**src/lpmc_defs.svh**
```systemverilog
// Purpose: Constants for the low-power mode controller.
// Assumes: 125 MHz system clock.
// Notes:   Mode codes are ordered by power, higher code means more power.
`ifndef LPMC_DEFS_SVH
`define LPMC_DEFS_SVH
`define LPMC_MODE_SHUTDOWN   3'h0
`define LPMC_MODE_STANDBY    3'h1
`define LPMC_MODE_STOP1      3'h2
`define LPMC_MODE_STOP0      3'h3
`define LPMC_MODE_LPSLEEP    3'h4
`define LPMC_MODE_LPRUN      3'h5
`define LPMC_MODE_SLEEP      3'h6
`define LPMC_MODE_RUN        3'h7
`define LPMC_CLK_MULTI_4MHZ  2'h0
`define LPMC_CLK_HSI_16MHZ   2'h1
`define LPMC_CLK_MULTI_48MHZ 2'h2
`define LPMC_LPRUN_MAX_KHZ   16'h07D0
`define LPMC_WAKE_SETTLE_CYC 4'h4
`endif

```
**src/lpmc_pkg.sv**
```systemverilog
// Purpose: Types for the low-power mode controller.
// Assumes: Codes come from lpmc_defs.svh.
// Notes:   Mode value order encodes power rank.
package lpmc_pkg;
  typedef logic [2:0] lpmc_mode_t;
  typedef enum logic [1:0] {
    LPMC_SEQ_ACTIVE = 2'h0,
    LPMC_SEQ_LOW    = 2'h1,
    LPMC_SEQ_WAKE   = 2'h3
  } lpmc_state_t;
endpackage

```
**src/lpmc_if.sv**
```systemverilog
// Purpose: Carries merged mode requests to the arbiter.
// Assumes: Single clock.
// Notes:   None.
`timescale 1ns/1ns
`default_nettype none
interface lpmc_if;
  logic [2:0] cpu_mode;
  logic [2:0] radio_mode;
  logic [2:0] eff_mode;
  modport ctrl (output cpu_mode, output radio_mode, input eff_mode);
  modport arb  (input cpu_mode, input radio_mode, output eff_mode);
endinterface
`default_nettype wire

```
**src/lpmc_ctrl.sv**
```systemverilog
// Purpose: Low-power mode controller merging CPU and radio requests.
// Assumes: Inputs synchronous to clk; reset_n async active low.
// Notes:   Reset means system/power-on reset; device starts in Run.
// Behaviour
// - Reset puts the device in Run; low modes only on software choice.
// - Sleep halts only the application CPU; only an interrupt event wakes it.
// - Low-power run uses LP regulator; CPU clock at most 2 MHz.
// - Low-power sleep only from Low-power run; wakes back to it.
// - Stop modes keep all RAM and registers; slow oscillator runs.
// - Stop 0 keeps main regulator; Stop 1 uses LP regulator; both share wake sources.
// - In Stop a wake-capable peripheral gets the fast RC on request.
// - Stop exit clock multispeed or fast RC; fast RC if radio used.
// - Standby powers off the regulator; brownout stays active.
// - Standby loses registers except backup; RAM retention optional.
// - Standby exits on reset pin, watchdog, wake pin, RTC, crystal fail.
// - After Standby wake the clock is 16 MHz fast RC.
// - During Standby each I/O holds its software-chosen pull state.
// - Shutdown powers off regulator and brownout; no backup switch.
// - Shutdown loses all RAM banks and registers except backup.
// - Shutdown exits on reset pin, wake pin or RTC only.
// - After Shutdown wake the clock is 4 MHz multispeed RC.
// - Hardware applies the higher-power of CPU and radio requests.
// - RTC may run in Stop, Standby, Shutdown and wakes the device.
// - In Stop the radio waits for events and may wake the system.
`timescale 1ns/1ns
`default_nettype none
`include "lpmc_defs.svh"
module lpmc_ctrl
  import lpmc_pkg::*;
(
  input  wire logic       clk,
  input  wire logic       reset_n,
  input  wire logic [2:0] mode_sel,
  input  wire logic       sleep_req,
  input  wire logic       sleep_deep,
  input  wire logic [2:0] radio_mode,
  input  wire logic       radio_wake,
  input  wire logic       irq_event,
  input  wire logic       stop_clk_hsi,
  input  wire logic       sram_retain,
  input  wire logic       rtc_enable,
  input  wire logic       rtc_event,
  input  wire logic       external_reset_pin,
  input  wire logic       independent_watchdog,
  input  wire logic       wakeup_pin,
  input  wire logic       wakeup_pol,
  input  wire logic       clock_failure_detector,
  input  wire logic       periph_hsi_req,
  input  wire logic [1:0] io_pull_cfg,
  output logic [2:0]      eff_mode,
  output logic            cpu_halt,
  output logic            main_reg_on,
  output logic            lp_reg_on,
  output logic            core_supply_domain_on,
  output logic            brownout_supervisor_on,
  output logic            backup_switch_en,
  output logic            low_speed_osc_on,
  output logic            fast_internal_rc_on,
  output logic            fast_rc_periph_grant,
  output logic            cpu_clk_limit_2mhz,
  output logic            ram_retain,
  output logic            reg_retain,
  output logic            rtc_run,
  output logic            io_hold,
  output logic [1:0]      io_pull,
  output logic [1:0]      sysclk_sel,
  output logic            from_standby,
  output logic            from_shutdown,
  output logic            from_stop
);
  lpmc_if arb_bus ();
  lpmc_arbiter u_arb (.req(arb_bus));

  logic [2:0]  cpu_mode_r, cpu_mode_nxt;
  lpmc_state_t seq_r, seq_nxt;
  logic [1:0]  clk_r, clk_nxt;
  logic [2:0]  flags_r, flags_nxt;
  logic        wpin_d_r;
  logic [1:0]  pull_r, pull_nxt;
  logic        edge_hit;
  logic        wake_any;
  logic [2:0]  eff;

  // Radio request passes through the arbiter beside the CPU request.
  assign arb_bus.cpu_mode   = cpu_mode_r;
  assign arb_bus.radio_mode = radio_mode;
  assign eff = arb_bus.eff_mode;

  // Polarity-selected edge of the wake pin.
  assign edge_hit = wakeup_pol ? (!wpin_d_r && wakeup_pin)
                               : (wpin_d_r && !wakeup_pin);

  // Wake sources differ per mode; Shutdown has no watchdog or crystal check.
  always_comb begin
    wake_any = 1'b0;
    case (cpu_mode_r)
      `LPMC_MODE_SLEEP, `LPMC_MODE_LPSLEEP:
        wake_any = irq_event;
      `LPMC_MODE_STOP0, `LPMC_MODE_STOP1:
        wake_any = irq_event || radio_wake || edge_hit
                   || (rtc_enable && rtc_event);
      `LPMC_MODE_STANDBY:
        wake_any = external_reset_pin || independent_watchdog || edge_hit
                   || (rtc_enable && rtc_event)
                   || clock_failure_detector;
      `LPMC_MODE_SHUTDOWN:
        wake_any = external_reset_pin || edge_hit
                   || (rtc_enable && rtc_event);
      default:
        wake_any = 1'b0;
    endcase
  end

  // Mode sequencing: requests, entry, wake and exit clock choice.
  always_comb begin
    cpu_mode_nxt = cpu_mode_r;
    seq_nxt      = seq_r;
    clk_nxt      = clk_r;
    flags_nxt    = flags_r;
    pull_nxt     = pull_r;
    case (seq_r)
      LPMC_SEQ_ACTIVE: begin
        if (sleep_req) begin
          // Light sleep keeps the current run flavour.
          if (!sleep_deep) begin
            cpu_mode_nxt = (cpu_mode_r == `LPMC_MODE_LPRUN) ?
                           `LPMC_MODE_LPSLEEP : `LPMC_MODE_SLEEP;
          end else begin
            cpu_mode_nxt = mode_sel;
          end
          // Low-power sleep may only be reached from Low-power run.
          if (cpu_mode_nxt == `LPMC_MODE_LPSLEEP
              && cpu_mode_r != `LPMC_MODE_LPRUN) begin
            cpu_mode_nxt = `LPMC_MODE_SLEEP;
          end
          if (cpu_mode_nxt == `LPMC_MODE_RUN
              || cpu_mode_nxt == `LPMC_MODE_LPRUN) begin
            seq_nxt = LPMC_SEQ_ACTIVE;
          end else begin
            seq_nxt = LPMC_SEQ_LOW;
          end
          pull_nxt = io_pull_cfg;
        end else if (mode_sel == `LPMC_MODE_LPRUN
                     || mode_sel == `LPMC_MODE_RUN) begin
          cpu_mode_nxt = mode_sel;
        end
      end
      LPMC_SEQ_LOW: begin
        if (wake_any) begin
          seq_nxt   = LPMC_SEQ_WAKE;
          flags_nxt = 3'h0;
          case (cpu_mode_r)
            `LPMC_MODE_STANDBY: begin
              clk_nxt      = `LPMC_CLK_HSI_16MHZ;
              flags_nxt[0] = 1'b1;
            end
            `LPMC_MODE_SHUTDOWN: begin
              clk_nxt      = `LPMC_CLK_MULTI_4MHZ;
              flags_nxt[1] = 1'b1;
            end
            `LPMC_MODE_STOP0, `LPMC_MODE_STOP1: begin
              // Radio in use forces the fast RC on Stop exit.
              clk_nxt = (stop_clk_hsi || radio_mode != `LPMC_MODE_SHUTDOWN)
                        ? `LPMC_CLK_HSI_16MHZ
                        : `LPMC_CLK_MULTI_48MHZ;
              flags_nxt[2] = 1'b1;
            end
            default: clk_nxt = clk_r;
          endcase
        end
      end
      LPMC_SEQ_WAKE: begin
        seq_nxt      = LPMC_SEQ_ACTIVE;
        cpu_mode_nxt = (cpu_mode_r == `LPMC_MODE_LPSLEEP) ?
                       `LPMC_MODE_LPRUN : `LPMC_MODE_RUN;
      end
      default: seq_nxt = LPMC_SEQ_ACTIVE;
    endcase
  end

  // State registers; reset lands in Run on the multispeed RC.
  always_ff @(posedge clk or negedge reset_n) begin
    if (!reset_n) begin
      cpu_mode_r <= `LPMC_MODE_RUN;
      seq_r      <= LPMC_SEQ_ACTIVE;
      clk_r      <= `LPMC_CLK_MULTI_4MHZ;
      flags_r    <= 3'h0;
      wpin_d_r   <= 1'b0;
      pull_r     <= 2'h0;
    end else begin
      cpu_mode_r <= cpu_mode_nxt;
      seq_r      <= seq_nxt;
      clk_r      <= clk_nxt;
      flags_r    <= flags_nxt;
      wpin_d_r   <= wakeup_pin;
      pull_r     <= pull_nxt;
    end
  end

  // Power and clock controls decoded from the merged mode; CPU halt follows the CPU request, clock select the sequencer.
  always_comb begin
    eff_mode               = eff;
    cpu_halt               = (cpu_mode_r != `LPMC_MODE_RUN
                              && cpu_mode_r != `LPMC_MODE_LPRUN);
    main_reg_on            = (eff >= `LPMC_MODE_STOP0)
                             && (eff != `LPMC_MODE_LPRUN)
                             && (eff != `LPMC_MODE_LPSLEEP);
    lp_reg_on              = (eff == `LPMC_MODE_LPRUN)
                             || (eff == `LPMC_MODE_LPSLEEP)
                             || (eff == `LPMC_MODE_STOP1)
                             || (eff == `LPMC_MODE_STANDBY
                                 && sram_retain);
    core_supply_domain_on  = (eff >= `LPMC_MODE_STOP1);
    brownout_supervisor_on = (eff != `LPMC_MODE_SHUTDOWN);
    backup_switch_en       = (eff != `LPMC_MODE_SHUTDOWN);
    low_speed_osc_on       = 1'b1;
    fast_rc_periph_grant   = periph_hsi_req
                             && (eff == `LPMC_MODE_STOP0
                                 || eff == `LPMC_MODE_STOP1);
    fast_internal_rc_on    = fast_rc_periph_grant
                             || (eff >= `LPMC_MODE_LPSLEEP);
    cpu_clk_limit_2mhz     = (eff == `LPMC_MODE_LPRUN)
                             || (eff == `LPMC_MODE_LPSLEEP);
    ram_retain             = (eff >= `LPMC_MODE_STOP1)
                             || (eff == `LPMC_MODE_STANDBY
                                 && sram_retain);
    reg_retain             = (eff >= `LPMC_MODE_STOP1);
    rtc_run                = rtc_enable;
    io_hold                = (eff == `LPMC_MODE_STANDBY);
    io_pull                = pull_r;
    sysclk_sel             = clk_r;
    from_standby           = flags_r[0];
    from_shutdown          = flags_r[1];
    from_stop              = flags_r[2];
  end
endmodule // lpmc_ctrl
`default_nettype wire

```
**src/lpmc_arbiter.sv**
```systemverilog
// Purpose: Picks the higher-power mode of two requesters.
// Assumes: Higher mode code means higher power.
// Notes:   Purely combinational.
`timescale 1ns/1ns
`default_nettype none
module lpmc_arbiter
  import lpmc_pkg::*;
(
  lpmc_if.arb req
);
  // Higher code wins so the radio never loses a state it still needs.
  always_comb begin
    req.eff_mode = (req.cpu_mode > req.radio_mode) ? req.cpu_mode
                                                   : req.radio_mode;
  end
endmodule // lpmc_arbiter
`default_nettype wire

```
**config.mk**
```make
export PLATFORM = sky130hd
export DESIGN_NAME = lpmc_ctrl
export DESIGN_NICKNAME = d
export VERILOG_FILES = /design/src/lpmc_pkg.sv /design/src/lpmc_if.sv /design/src/lpmc_ctrl.sv /design/src/lpmc_arbiter.sv
export VERILOG_INCLUDE_DIRS = /design/src /design/src/src
export SDC_FILE = /design/constraint.sdc
export NUM_CORES = 1
export LEC_CHECK = 0
export BUFFER_PORTS_ARGS = -buffer_cell sky130_fd_sc_hd__buf_4
export CAP_MARGIN = 20
export CORE_UTILIZATION = 44
export CTS_BUF_LIST = sky130_fd_sc_hd__clkbuf_8 sky130_fd_sc_hd__clkbuf_16
export DETAILED_ROUTE_END_ITERATION = 6
export MAX_ROUTING_LAYER = met4
export PLACE_DENSITY = 0.89
export SYNTH_ARGS = -nofsm -noshare
export SYNTH_HDL_FRONTEND = slang
export SYNTH_SLANG_ARGS = --single-unit
```
**constraint.sdc**
```tcl
create_clock -name clk -period 2.48 [get_ports clk]
set_input_delay 0.124 -clock clk [delete_from_list [all_inputs] [get_ports clk]]
set_output_delay 0.124 -clock clk [all_outputs]
set_load 0.05 [all_outputs]
```
# Word level (Yosys, flattened, before mapping)
# Index checks and enable logic that the tools add are counted.
# word_totals
register_bits	13
out_inout_bits	24
# classes
magnitude_cmp	4
n_eq_ne	25
muxes	23
reduce_logical	42
# op_table
operator	n
3-bit equality test (second input constant)	10
3-bit 2-to-1 mux	9
1-bit logical OR	18
3-bit inequality test (second input constant)	5
3-bit by 2-bit equality test with 1-bit output (second input constant)	4
2-bit 2-to-1 mux	5
1-bit logical AND	9
3-bit nonzero test	3
2-bit AND reduction	4
3-bit by 1-bit equality test with 1-bit output (second input constant)	2
3-bit by 2-bit >= comparator with 1-bit output (second input constant)	2
2-bit case mux with 3 select lines	1
3-bit case mux with 2 select lines	1
1-bit 2-to-1 mux	5
2-bit inequality test (second input constant)	2
1-bit case mux with 4 select lines	1
2-bit case mux with 2 select lines	1
2-bit OR reduction	2
3-bit >= comparator (second input constant)	1
3-bit greater-than comparator	1
3-bit zero test	1
3-bit AND reduction	1
2-bit by 1-bit equality test with 1-bit output (second input constant)	1
2-bit equality test (second input constant)	1
other kinds (3)	4

# Logic depth before layout (Yosys ltp)
# Gate-level depths: netlist of the first run.
# logic_depth
ltp_word	15
ltp_mapped	10

# Modules after synthesis
# A second synthesis of the first run with hierarchy kept.
# unflattened
hier_cells	101
area_unflattened_um2	928.4
# modules_own_cells
mod	n_inst	cells_each	area_each_um2
lpmc_ctrl	1	87	813.3
lpmc_arbiter	1	14	115.1

# Least setup slack after synthesis of the first run
# OpenSTA, ideal clock, no wires.
# synth_timing
path_kind	register to output
start	register cpu_mode_r[0], in the netlist arb_bus.cpu_mode[0]
end	output lp_reg_on
t_arrival_ns	2.995
setup_slack_ns	-0.639
stages_incl_launch_ff	9
n_path_buf	1
cell_sequence	dfstp_2 buf_4 inv_1 ha_1 and3_1 a21oi_1 mux2_2 a21boi_1 a21oi_1
# synth_between
elab_chain_len	6
elab_cells_between_ends	10
# synth_lines
element	line_no	rtl
start, declared	lpmc_ctrl.sv:74	logic [2:0] cpu_mode_r, cpu_mode_nxt;
start signal, assigned	lpmc_ctrl.sv:184	cpu_mode_r <= `LPMC_MODE_RUN;
start signal, assigned	lpmc_ctrl.sv:191	cpu_mode_r <= cpu_mode_nxt;
3-bit greater-than comparator *	lpmc_arbiter.sv:13	req.eff_mode = (req.cpu_mode > req.radio_mode) ? req.cpu_mode
3-bit 2-to-1 mux *	lpmc_arbiter.sv:13	
named net eff_mode[1]	lpmc_ctrl.sv:50	output logic [2:0] eff_mode,
3-bit equality test (no source line)	n/a	
1-bit logical OR (2 in a row)	lpmc_ctrl.sv:208	lp_reg_on = (eff == `LPMC_MODE_LPRUN)
1-bit logical OR *	lpmc_ctrl.sv:208	
end, declared	lpmc_ctrl.sv:53	output logic lp_reg_on,
# Mark *: on every way through the listed nets, which the timed path passes. The rest lies on a longest branch.

# Final worst setup path of the first run
# layout_timing
start	register cpu_mode_r[0], in the netlist arb_bus.cpu_mode[0]
end	output io_hold
# layout_between
elab_chain_len	3
# layout_lines
element	line_no	rtl
3-bit greater-than comparator	lpmc_arbiter.sv:13	
3-bit 2-to-1 mux *	lpmc_arbiter.sv:13	
3-bit by 1-bit equality test with 1-bit output (no source line) *	n/a	
end, declared	lpmc_ctrl.sv:64	output logic io_hold,
# Mark *: on every way between the ends. The rest lies on a longest branch, timed or not.

==> results of run 1 <==
## report_power, final
part           switching [mW]  total (mW)  internal, mW
clock network          0.0754       0.185         0.109
logic                   0.939        1.43         0.493
registers              0.0563       0.354         0.298
total                    1.07        1.97         0.900
## metal layers
metal | track usage [%] | up-vias | share of wire [%]
met5 | - | - | 0
met1 | 22.8 | 450 | 37
met4 | 6.67 | 0 | 1.0
li1 | - | 470 | -
met3 | 5.66 | 5 | 5.4
met2 | 48.9 | 44 | 57
## critical path, cell delays in order, from the launching register on
cell	delay, ns
dfstp_2	0.53
inv_1	0.09
ha_4	0.24
and3_4	0.19
a21oi_2	0.12
mux2_4	0.34
nor2_4	0.19
inv_4	0.06
nor2_4	0.10
buf_6	0.16
## cell usage after synthesis, drive strengths merged
cell type  instances  area share [%]
or3                2             1.3
and4               1            0.94
and3               1            0.67
or2                1            0.94
nor2              12             5.1
o31ai              1            0.81
a221o              1             1.1
o21ai              6             3.2
o2111ai            1             2.8
or2b               1            0.81
clkbuf             1            0.40
a21oi              7             4.2
buf                6             5.2
and3b              1            0.94
a2111oi            1            0.94
a21boi             1            0.81
nand2b             1            0.67
inv               10             4.0
nor3               3             2.2
mux2i              1             1.1
a22oi              1             1.3
mux2               5             6.5
o2bb2ai            1            0.94
dfrtp             10              27
nand3              2             1.1
ha                 3             4.0
nand3b             2             1.6
o211ai             2             1.6
conb               1            0.40
o41ai              2             1.9
nand2             14             5.7
dfstp              3             8.5
nor2b              2             1.3
## final cells by class
type	count	area, µm²
clock buffers	3	41.3
clock inverters	1	3.75
fillers	143	531
inverters	10	40.0
multi-input cells	77	582
flip-flops and latches	13	329
well taps	27	33.8
repair buffers	55	422
## logic make-up (layout without fill, tap and decap cells)
kind of cell / after synthesis / count (layout) / share of synthesized area [%]
flops: 13 / 13 / 35.4
buf+inv: 17 / 69 / 9.69
other cells: 1 / 1 / 0.403
fa+ha+maj: 3 / 3 / 4.04
mux: 6 / 6 / 7.54
simple gates: 43 / 43 / 23.3
compound gates: 24 / 24 / 19.7
## flip-flops by register name, summed over array words and instances, names as in the netlist
signal            count
arb_bus.cpu_mode      3
flags_r               3
io_pull               2
seq_r                 2
sysclk_sel            2
wpin_d_r              1
## per-stage QoR
stage	area, µm²	hold slack [ns]
6_report	1450	0.114
5_1_grt	1450	0.103
4_1_cts	1440	0.110
3_5_place_dp	1330	-0.0258
3_3_place_gp	1330	-0.0279
2_1_floorplan	975	-0.172
## final timing paths
path	start	endpoint	cells past startpoint
max	arb_bus.cpu_mode[0]	io_hold	9
min	io_pull_cfg[0]	io_pull[0]	2
max reg2reg	arb_bus.cpu_mode[1]	sysclk_sel[1]	6
min reg2reg	flags_r[2]	flags_r[2]	2
max in group asynchronous	reset_n	arb_bus.cpu_mode[2]	2
min in group asynchronous	reset_n	seq_r[1]	2
## what timing repair did
item / CTS / global route
endpoints found under the hold margin: 14 / 0
resized for setup: 4 / 1
buffers inserted: 2 / 1
pin swaps: 1 / 2
setup endpoints to repair: 9 / 6
hold buffers: 2 / 0
==> results.json, run 1 <==
{
  "drc": 0,
  "viasPerCell": 5.21,
  "skew_ns": 0.00325,
  "htreeDepth": 1,
  "synth_area_um2": 930,
  "ir_drop_mv": 0.878,
  "hpwl_um": 1900,
  "via_count": 969,
  "grt_max_degree": 14,
  "final_cells": 186,
  "avgSynthCellArea_um2": 8.69,
  "cp-end-kind": "output port",
  "final_cell_mix": "buf_4 (52), nand2_1 (13), dfrtp_1 (10)",
  "clock.fmax_ghz": 0.419,
  "port_buffers": 46,
  "maxCapViolCount": 0,
  "synthCells": 107,
  "layout_commonest_cell": "buf_4",
  "path_class": "flip-flop to output port",
  "fin_nets": 187,
  "tritoncts": "done",
  "slew_violations": 0,
  "final_antenna_net_count": 0,
  "clk_path_buf_depth": 2,
  "start_util_pct": 46.9,
  "dieHeight_um": 48.0,
  "critPathLaunchType": "flip-flop",
  "total_power_mw": 1.97,
  "ff2ff_setup_slack_ns": 0.60,
  "wl_per_cell_um": 13.5,
  "core_area_mm2": 0.00198,
  "powerDensity_mw_per_mm2": 1360,
  "final_util_pct": 73.2,
  "io_pins": 48,
  "grt_overflow": 0,
  "ys_seq_area_share_pct": 35.4,
  "status": "finished, final reports clean",
  "area_growth_pct": 56.1,
  "cts-buffers-inserted": 3,
  "clock_latency_ns": 0.25,
  "final-setup-viol-count": 0,
  "finalHoldViolations": 0,
  "fin_crit_sh_pct": 96.2,
  "drive_above_1_share_pct": 51.6,
  "yosysUniqueCellTypes": 40,
  "antenna_found_initial": 0,
  "grt_pass1_vias": 859,
  "pre_cts_slack_ns": 0.121,
  "fin_ws_ns": 0.0946,
  "dieWidth_um": 48.0,
  "rows": 16,
  "path_max_fanout": 4,
  "place_congestion": 0.770,
  "cts_sinks": 13,
  "placed_cells": 177,
  "routed_wl_um": 2520,
  "rsz0062_at_grt": "false",
  "grt_pass1_wl_um": 3630,
  "hold_class": "input pin to flip-flop",
  "yosysWarnings": 0,
  "antenna_cells": 0,
  "arrival_ns": 2.26,
  "leakage_nw": 0.692,
  "ys_seq_elements": 13,
  "clkTransAtPathRegs_ns": 0.05,
  "required_ns": 2.36,
  "fin_tns_setup_ns": 0,
  "drt-initial-drc-count": 15,
  "dieArea_mm2": 0.00230,
  "firstDrtPassIters": 4,
  "period_minus_slack_ns": 2.39,
  "cts_root_buf": "clkbuf_8",
  "synth_nets": 134,
  "grt_usage_pct": 24.6
}
Power figures use the tool's default switching activity.
==> run 2, diff against run 1 <==
- SETUP_SLACK_MARGIN: default -> 0.4
- SYNTH_HIERARCHICAL: default -> 1
==> results.json, run 2 <==
{
  "maxCapViolCount": 0,
  "tritoncts": "done",
  "ys_seq_elements": 13,
  "p_sw_share_pct": 50.3,
  "viasPerCell": 5.14,
  "final-setup-viol-count": 10,
  "place_congestion": 0.833,
  "rsz0062_at_grt": "true",
  "clock_latency_ns": 0.25,
  "cp-end-kind": "output port",
  "cts-buffers-inserted": 3,
  "avgSynthCellArea_um2": 9.19,
  "finalHoldViolations": 0,
  "skew_ns": 0.00472,
  "synthTopCellsByArea": "dfrtp_1 (27%), dfstp_2 (8.5%), mux2_2 (6.1%)",
  "htreeDepth": 1,
  "comb_power_share_pct": 77.1,
  "fin_ws_ns": -0.194,
  "hpwl_um": 1880,
  "yosysWarnings": 6,
  "synth_area_um2": 928,
  "ir_drop_mv": 1.06,
  "routed_wl_um": 3030,
  "critPathLaunchType": "flip-flop",
  "cts_root_buf": "clkbuf_8",
  "firstDrtPassIters": 4,
  "p_int_mw": 1.23,
  "synth_common_cells": "dfrtp_1 (10), nor2_1 (10), inv_1 (9), nand2_1 (9)",
  "fillers": 111,
  "cts_sinks": 13,
  "synthCells": 101,
  "io_pins": 48,
  "max_stage_delay_ns": 0.56,
  "timing.rr.start": "arb_bus.cpu_mode[1]",
  "drive_above_1_share_pct": 57.4,
  "hold_class": "input pin to flip-flop",
  "rows": 16,
  "clkTransAtPathRegs_ns": 0.06,
  "fin_crit_sh_pct": 108,
  "period_minus_slack_ns": 2.67,
  "wl_per_cell_um": 16.0,
  "arrival_ns": 2.55,
  "antenna_cells": 0,
  "clk_path_buf_depth": 2,
  "drc": 0,
  "dieWidth_um": 47.9,
  "start_util_pct": 46.8,
  "slew_violations": 0,
  "grt_usage_pct": 26.8,
  "layout_commonest_cell": "buf_4",
  "path_class": "flip-flop to output port",
  "area_growth_pct": 80.7,
  "synth.top_cell.area_share_pct": 27.0,
  "grt_pass1_wl_um": 3910,
  "holdWs_ns": 0.0952,
  "cp_slowest_cell": "dfstp_2",
  "core_area_mm2": 0.00198,
  "synth_nets": 128,
  "path_cells": "ha_4, and3_4, a211oi_4, buf_4, mux2_4, or3_4, buf_8",
  "r2r_end": "sysclk_sel[0]",
  "yosysUniqueCellTypes": 41,
  "fin_tns_setup_ns": -1.10,
  "port_buffers": 46,
  "reg2regPathDepth": 5,
  "min_to": "io_pull[1]",
  "ff2ff_setup_slack_ns": 0.57,
  "grt_overflow": 0,
  "drt-initial-drc-count": 11,
  "clock.fmax_ghz": 0.374,
  "min_path_cells": 2,
  "final_cell_mix": "buf_4 (40), buf_6 (12), dfrtp_1 (10)",
  "grt_max_degree": 14,
  "status": "finished, violations left",
  "synth-edff-count": 0,
  "grt_pass1_vias": 936,
  "via_count": 972,
  "p_switching_mw": 1.24,
  "sequentialPowerShare_pct": 14.9,
  "path_max_fanout": 5,
  "dieHeight_um": 47.9,
  "dieArea_mm2": 0.00230,
  "ys.flop_type": "dfrtp_1",
  "hp-start": "io_pull_cfg[1]",
  "critPathBufInv": 2,
  "failed_checks": "negative setup slack",
  "ys_async_sr_fraction_pct": 100,
  "powerDensity_mw_per_mm2": 1470,
  "fin_nets": 190,
  "critPathTopFamily": "simple AND/OR/NAND/NOR gates",
  "synth_area_leader_cell": "dfrtp_1",
  "critical_path_depth": 7,
  "final_antenna_net_count": 0,
  "ys_seq_area_share_pct": 35.4,
  "antenna_found_initial": 0,
  "leakage_nw": 0.804,
  "p_clk_share_pct": 8.0,
  "required_ns": 2.36
}
[run 2: cell count changes in the layout (fill, tap and decap cells not counted), sizes merged, moves of 3 or more]
cell,delta
a21oi,-4
buf,+7
mux2,+3
nand2,-5
nand2b,+4
o21ai,-4
o31ai,+3
[run 2: logic make-up after synthesis]
kind of cell	share of synthesized area (%)
and+or+nand+nor	19.0
AOI/OAI and AO/OA	20.4
buffers and inverters	8.49
DFF	35.4
muxes	12.3
adders and majority gates	4.04
other	0.404
[run 2: per-stage QoR]
step / power [mW] / std cells / setup slack [ns] / util [%] / cell area, µm²
6_report: 2.47 / 189 / -0.194 / 84.7 / 1680
5_1_grt: 2.57 / 189 / -0.238 / 84.7 / 1680
4_1_cts: 2.28 / 185 / -0.174 / 80.8 / 1600
3_5_place_dp: 1.85 / 173 / 0.0332 / 69.9 / 1390
3_3_place_gp: 1.82 / 173 / 0.0884 / 69.9 / 1390
2_1_floorplan: 1.48 / 101 / -0.103 / - / 1030
[run 2: worst max-delay path by stage]
stage | slack, ns | endpoint | startpoint
after floorplan | -0.10 | lp_reg_on | arb_bus.cpu_mode[2]
after global placement | 0.09 | lp_reg_on | arb_bus.cpu_mode[1]
after detailed placement | 0.03 | lp_reg_on | arb_bus.cpu_mode[1]
after CTS | -0.17 | brownout_supervisor_on | arb_bus.cpu_mode[0]
after global routing | -0.24 | backup_switch_en | arb_bus.cpu_mode[2]
final | -0.19 | backup_switch_en | arb_bus.cpu_mode[2]
[run 2: what timing repair did]
item                       4_1_cts  5_1_grt
setup endpoints to repair       14       14
hold endpoints to repair        14        0
resized for setup               25       11
pin swaps                        3        1
buffers inserted                 6        4
hold buffers                     2        0
[run 2: final cells by class]
cell class / count / area [µm²] / share of cell area (%)
Inverter: 10 / 37.5 / 2.24
Tap cell: 27 / 33.8 / 2.01
Timing Repair Buffer: 62 / 581 / 34.6
Clock buffer: 3 / 41.3 / 2.46
Multi-Input combinational cell: 73 / 651 / 38.8
Clock inverter: 1 / 5.00 / 0.298
Sequential cell: 13 / 329 / 19.6
[run 2: per-layer routing]
metal / wire length (µm) / GRT usage, % / vias up
met3: 169 / 3.77 / 8
met2: 1670 / 52.4 / 43
li1: - / - / 474
met4: 78 / 15.6 / 0
met5: 0 / - / -
met1: 1110 / 23.6 / 447
[run 2: power by group through the flow]
stage | clock [mW] | sequential (mW) | combinational, mW
6_report | 0.198 | 0.368 | 1.90
3_5_place_dp | 0 | 0.364 | 1.49
5_1_grt | 0.210 | 0.377 | 1.99
3_3_place_gp | 0 | 0.360 | 1.46
2_1_floorplan | 0 | 0.531 | 0.945
4_1_cts | 0.202 | 0.366 | 1.71
==> run 3, diff against run 2 <==
- ABC_AREA: default -> 1
- CORE_UTILIZATION: 44 -> 45
- PLACE_DENSITY: 0.89 -> 0.9
- SLEW_MARGIN: default -> 5
==> results.json, run 3 <==
{
  "final-setup-viol-count": 0,
  "holdWs_ns": 0.00764,
  "yosysMostFrequentCell": "nand2_1",
  "drive_above_1_share_pct": 52.7,
  "antenna_found_initial": 0,
  "path_cells": "ha_4, a21oi_4, nand2_4, nand3_2, nand2_8, nor2_4, clkinvlp_4, nor2_4, nand2_4, a21oi_4, buf_6",
  "clkTransAtPathRegs_ns": 0.05,
  "maxCapViolCount": 0,
  "yosysUniqueCellTypes": 26,
  "io_pins": 48,
  "place_congestion": 0.860,
  "ys.flop_type": "dfrtp_1",
  "cp_slowest_cell": "dfstp_2",
  "area_growth_pct": 81.5,
  "timing.rr.start": "arb_bus.cpu_mode[2]",
  "skew_ns": 0.00347,
  "start_util_pct": 48.6,
  "fin_crit_sh_pct": 98.8,
  "fin_ws_ns": 0.0289,
  "synth_common_cells": "nand2_1 (37), inv_1 (24), nand3_1 (15)",
  "max_slew_margin_pct": 63.8,
  "cts_sinks": 13,
  "required_ns": 2.36,
  "synthCells": 143,
  "cts_root_buf": "clkbuf_8",
  "drc": 0,
  "min_path_cells": 1,
  "synth-edff-count": 0,
  "tritoncts": "done",
  "port_buffers": 46,
  "finalHoldViolations": 0,
  "slew_violations": 0,
  "avgSynthCellArea_um2": 6.81,
  "clock.fmax_ghz": 0.408,
  "cp-end-kind": "output port",
  "yosysWarnings": 6,
  "cts-buffers-inserted": 3,
  "path_class": "flip-flop to output port",
  "hold_class": "input pin to flip-flop",
  "firstDrtPassIters": 4,
  "hpwl_um": 2030,
  "critPathLaunchType": "flip-flop",
  "hp-start": "wakeup_pin",
  "worst_pin_slew_ns": 0.538,
  "ff2ff_setup_slack_ns": 0.89,
  "status": "finished, final reports clean",
  "dieWidth_um": 48.5,
  "path_max_fanout": 4,
  "rsz0062_at_grt": "true",
  "grt_max_degree": 14,
  "synthTopCellsByArea": "dfrtp_1 (26%), nand2_1 (14%), inv_1 (9.3%)",
  "grt_pass1_vias": 1185,
  "final_cell_mix": "buf_4 (50), nand2_1 (29), inv_1 (20)",
  "fin_nets": 233,
  "final_util_pct": 88.3,
  "dieHeight_um": 48.5,
  "min_to": "wpin_d_r",
  "rows": 16,
  "antenna_cells": 0,
  "layout_commonest_cell": "buf_4",
  "htreeDepth": 1,
  "synth_area_um2": 973,
  "ys_async_sr_fraction_pct": 100,
  "final_antenna_net_count": 0,
  "routed_wl_um": 3700,
  "r2r_end": "flags_r[0]",
  "ys_seq_area_share_pct": 33.8,
  "reg2regPathDepth": 9,
  "drt-initial-drc-count": 32,
  "viasPerCell": 5.38,
  "pre_cts_slack_ns": 0.151,
  "core_area_mm2": 0.00200,
  "synth_area_leader_cell": "dfrtp_1",
  "synth_nets": 170,
  "period_minus_slack_ns": 2.45,
  "grt_pass1_wl_um": 5010,
  "dieArea_mm2": 0.00235,
  "clock_latency_ns": 0.25,
  "grt_overflow": 0,
  "synth.top_cell.area_share_pct": 25.7,
  "clk_path_buf_depth": 2,
  "arrival_ns": 2.33,
  "via_count": 1249,
  "grt_usage_pct": 29.2,
  "max_stage_delay_ns": 0.57,
  "wl_per_cell_um": 15.9,
  "ys_seq_elements": 13
}
==> run 3: cell types whose count changed in the layout (fill, tap and decap cells not counted), sizes merged, moves of 3 or more <==
cell,before,now
clkinvlp,0,3
nand2b,5,0
inv,10,24
o21ai,2,9
mux2,8,2
nand2,9,41
nand4,0,3
nand3,1,17
o31ai,4,0
==> run 3: final cells by class <==
type | instances | area, µm²
Multi-Input combinational cell | 100 | 729
Inverter | 26 | 109
Clock inverter | 1 | 3.75
Clock buffer | 3 | 41.3
Sequential cell | 13 | 329
Tap cell | 27 | 33.8
Timing Repair Buffer | 62 | 520
Fill cell | 99 | 235
==> run 3: what timing repair did <==
| action | in CTS | in global routing |
|---|---|---|
| endpoints found under the setup margin | 11 | 11 |
| resized for setup | 26 | 7 |
| pin swaps | 10 | 4 |
| hold endpoints to repair | 13 | 0 |
| buffers inserted | 8 | 7 |
| hold buffers | 1 | 0 |
==> run 3: cells by family (layout without fill, tap and decap cells) <==
logic type / count (synthesis) / count (layout) / share of synthesized area (%)
AO/OA/AOI/OAI: 18 / 18 / 11.1
adder cells (fa/ha/maj): 3 / 3 / 3.86
buffers and inverters: 30 / 92 / 13.1
flip-flops: 13 / 13 / 33.8
multiplexers: 2 / 2 / 2.31
other: 1 / 1 / 0.385
AND/OR/NAND/NOR: 76 / 76 / 35.5
==> run 3: worst max-delay path by stage <==
stage | from | to
after floorplan | arb_bus.cpu_mode[2] | lp_reg_on
final | arb_bus.cpu_mode[2] | lp_reg_on
after global routing | arb_bus.cpu_mode[2] | lp_reg_on
after global placement | arb_bus.cpu_mode[0] | lp_reg_on
after CTS | arb_bus.cpu_mode[2] | lp_reg_on
after detailed placement | arb_bus.cpu_mode[0] | lp_reg_on
==> run 3: critical path: cells and delay by family (launching register included) <==
| kind | cells | cell delay [ns] |
|---|---|---|
| and+or+nand+nor | 6 | 0.70 |
| DFF | 1 | 0.57 |
| buffers and inverters | 2 | 0.30 |
| AOI/OAI and AO/OA | 2 | 0.29 |
| adders and majority gates | 1 | 0.23 |
==> run 3: metrics by stage <==
stage	instances	setup TNS, ns	instance area (µm²)
3_3_place_gp	212	0	1450
6_report	232	0	1770
4_1_cts	225	0	1690
2_1_floorplan	143	-0.748	1100
5_1_grt	232	0	1770
3_5_place_dp	212	0	1450
==> run 3: metal layers <==
layer	wire length (µm)	GRT usage [%]	up-vias
li1	-	-	582
met1	1300	26.9	564
met2	1920	56.8	78
met3	223	3.14	25
met4	259	17.6	0
met5	0	-	-
Power of run 3 is left out: the tool's default activity adds up to more than one toggle a clock period on the data nets, which glitch-free logic cannot reach.
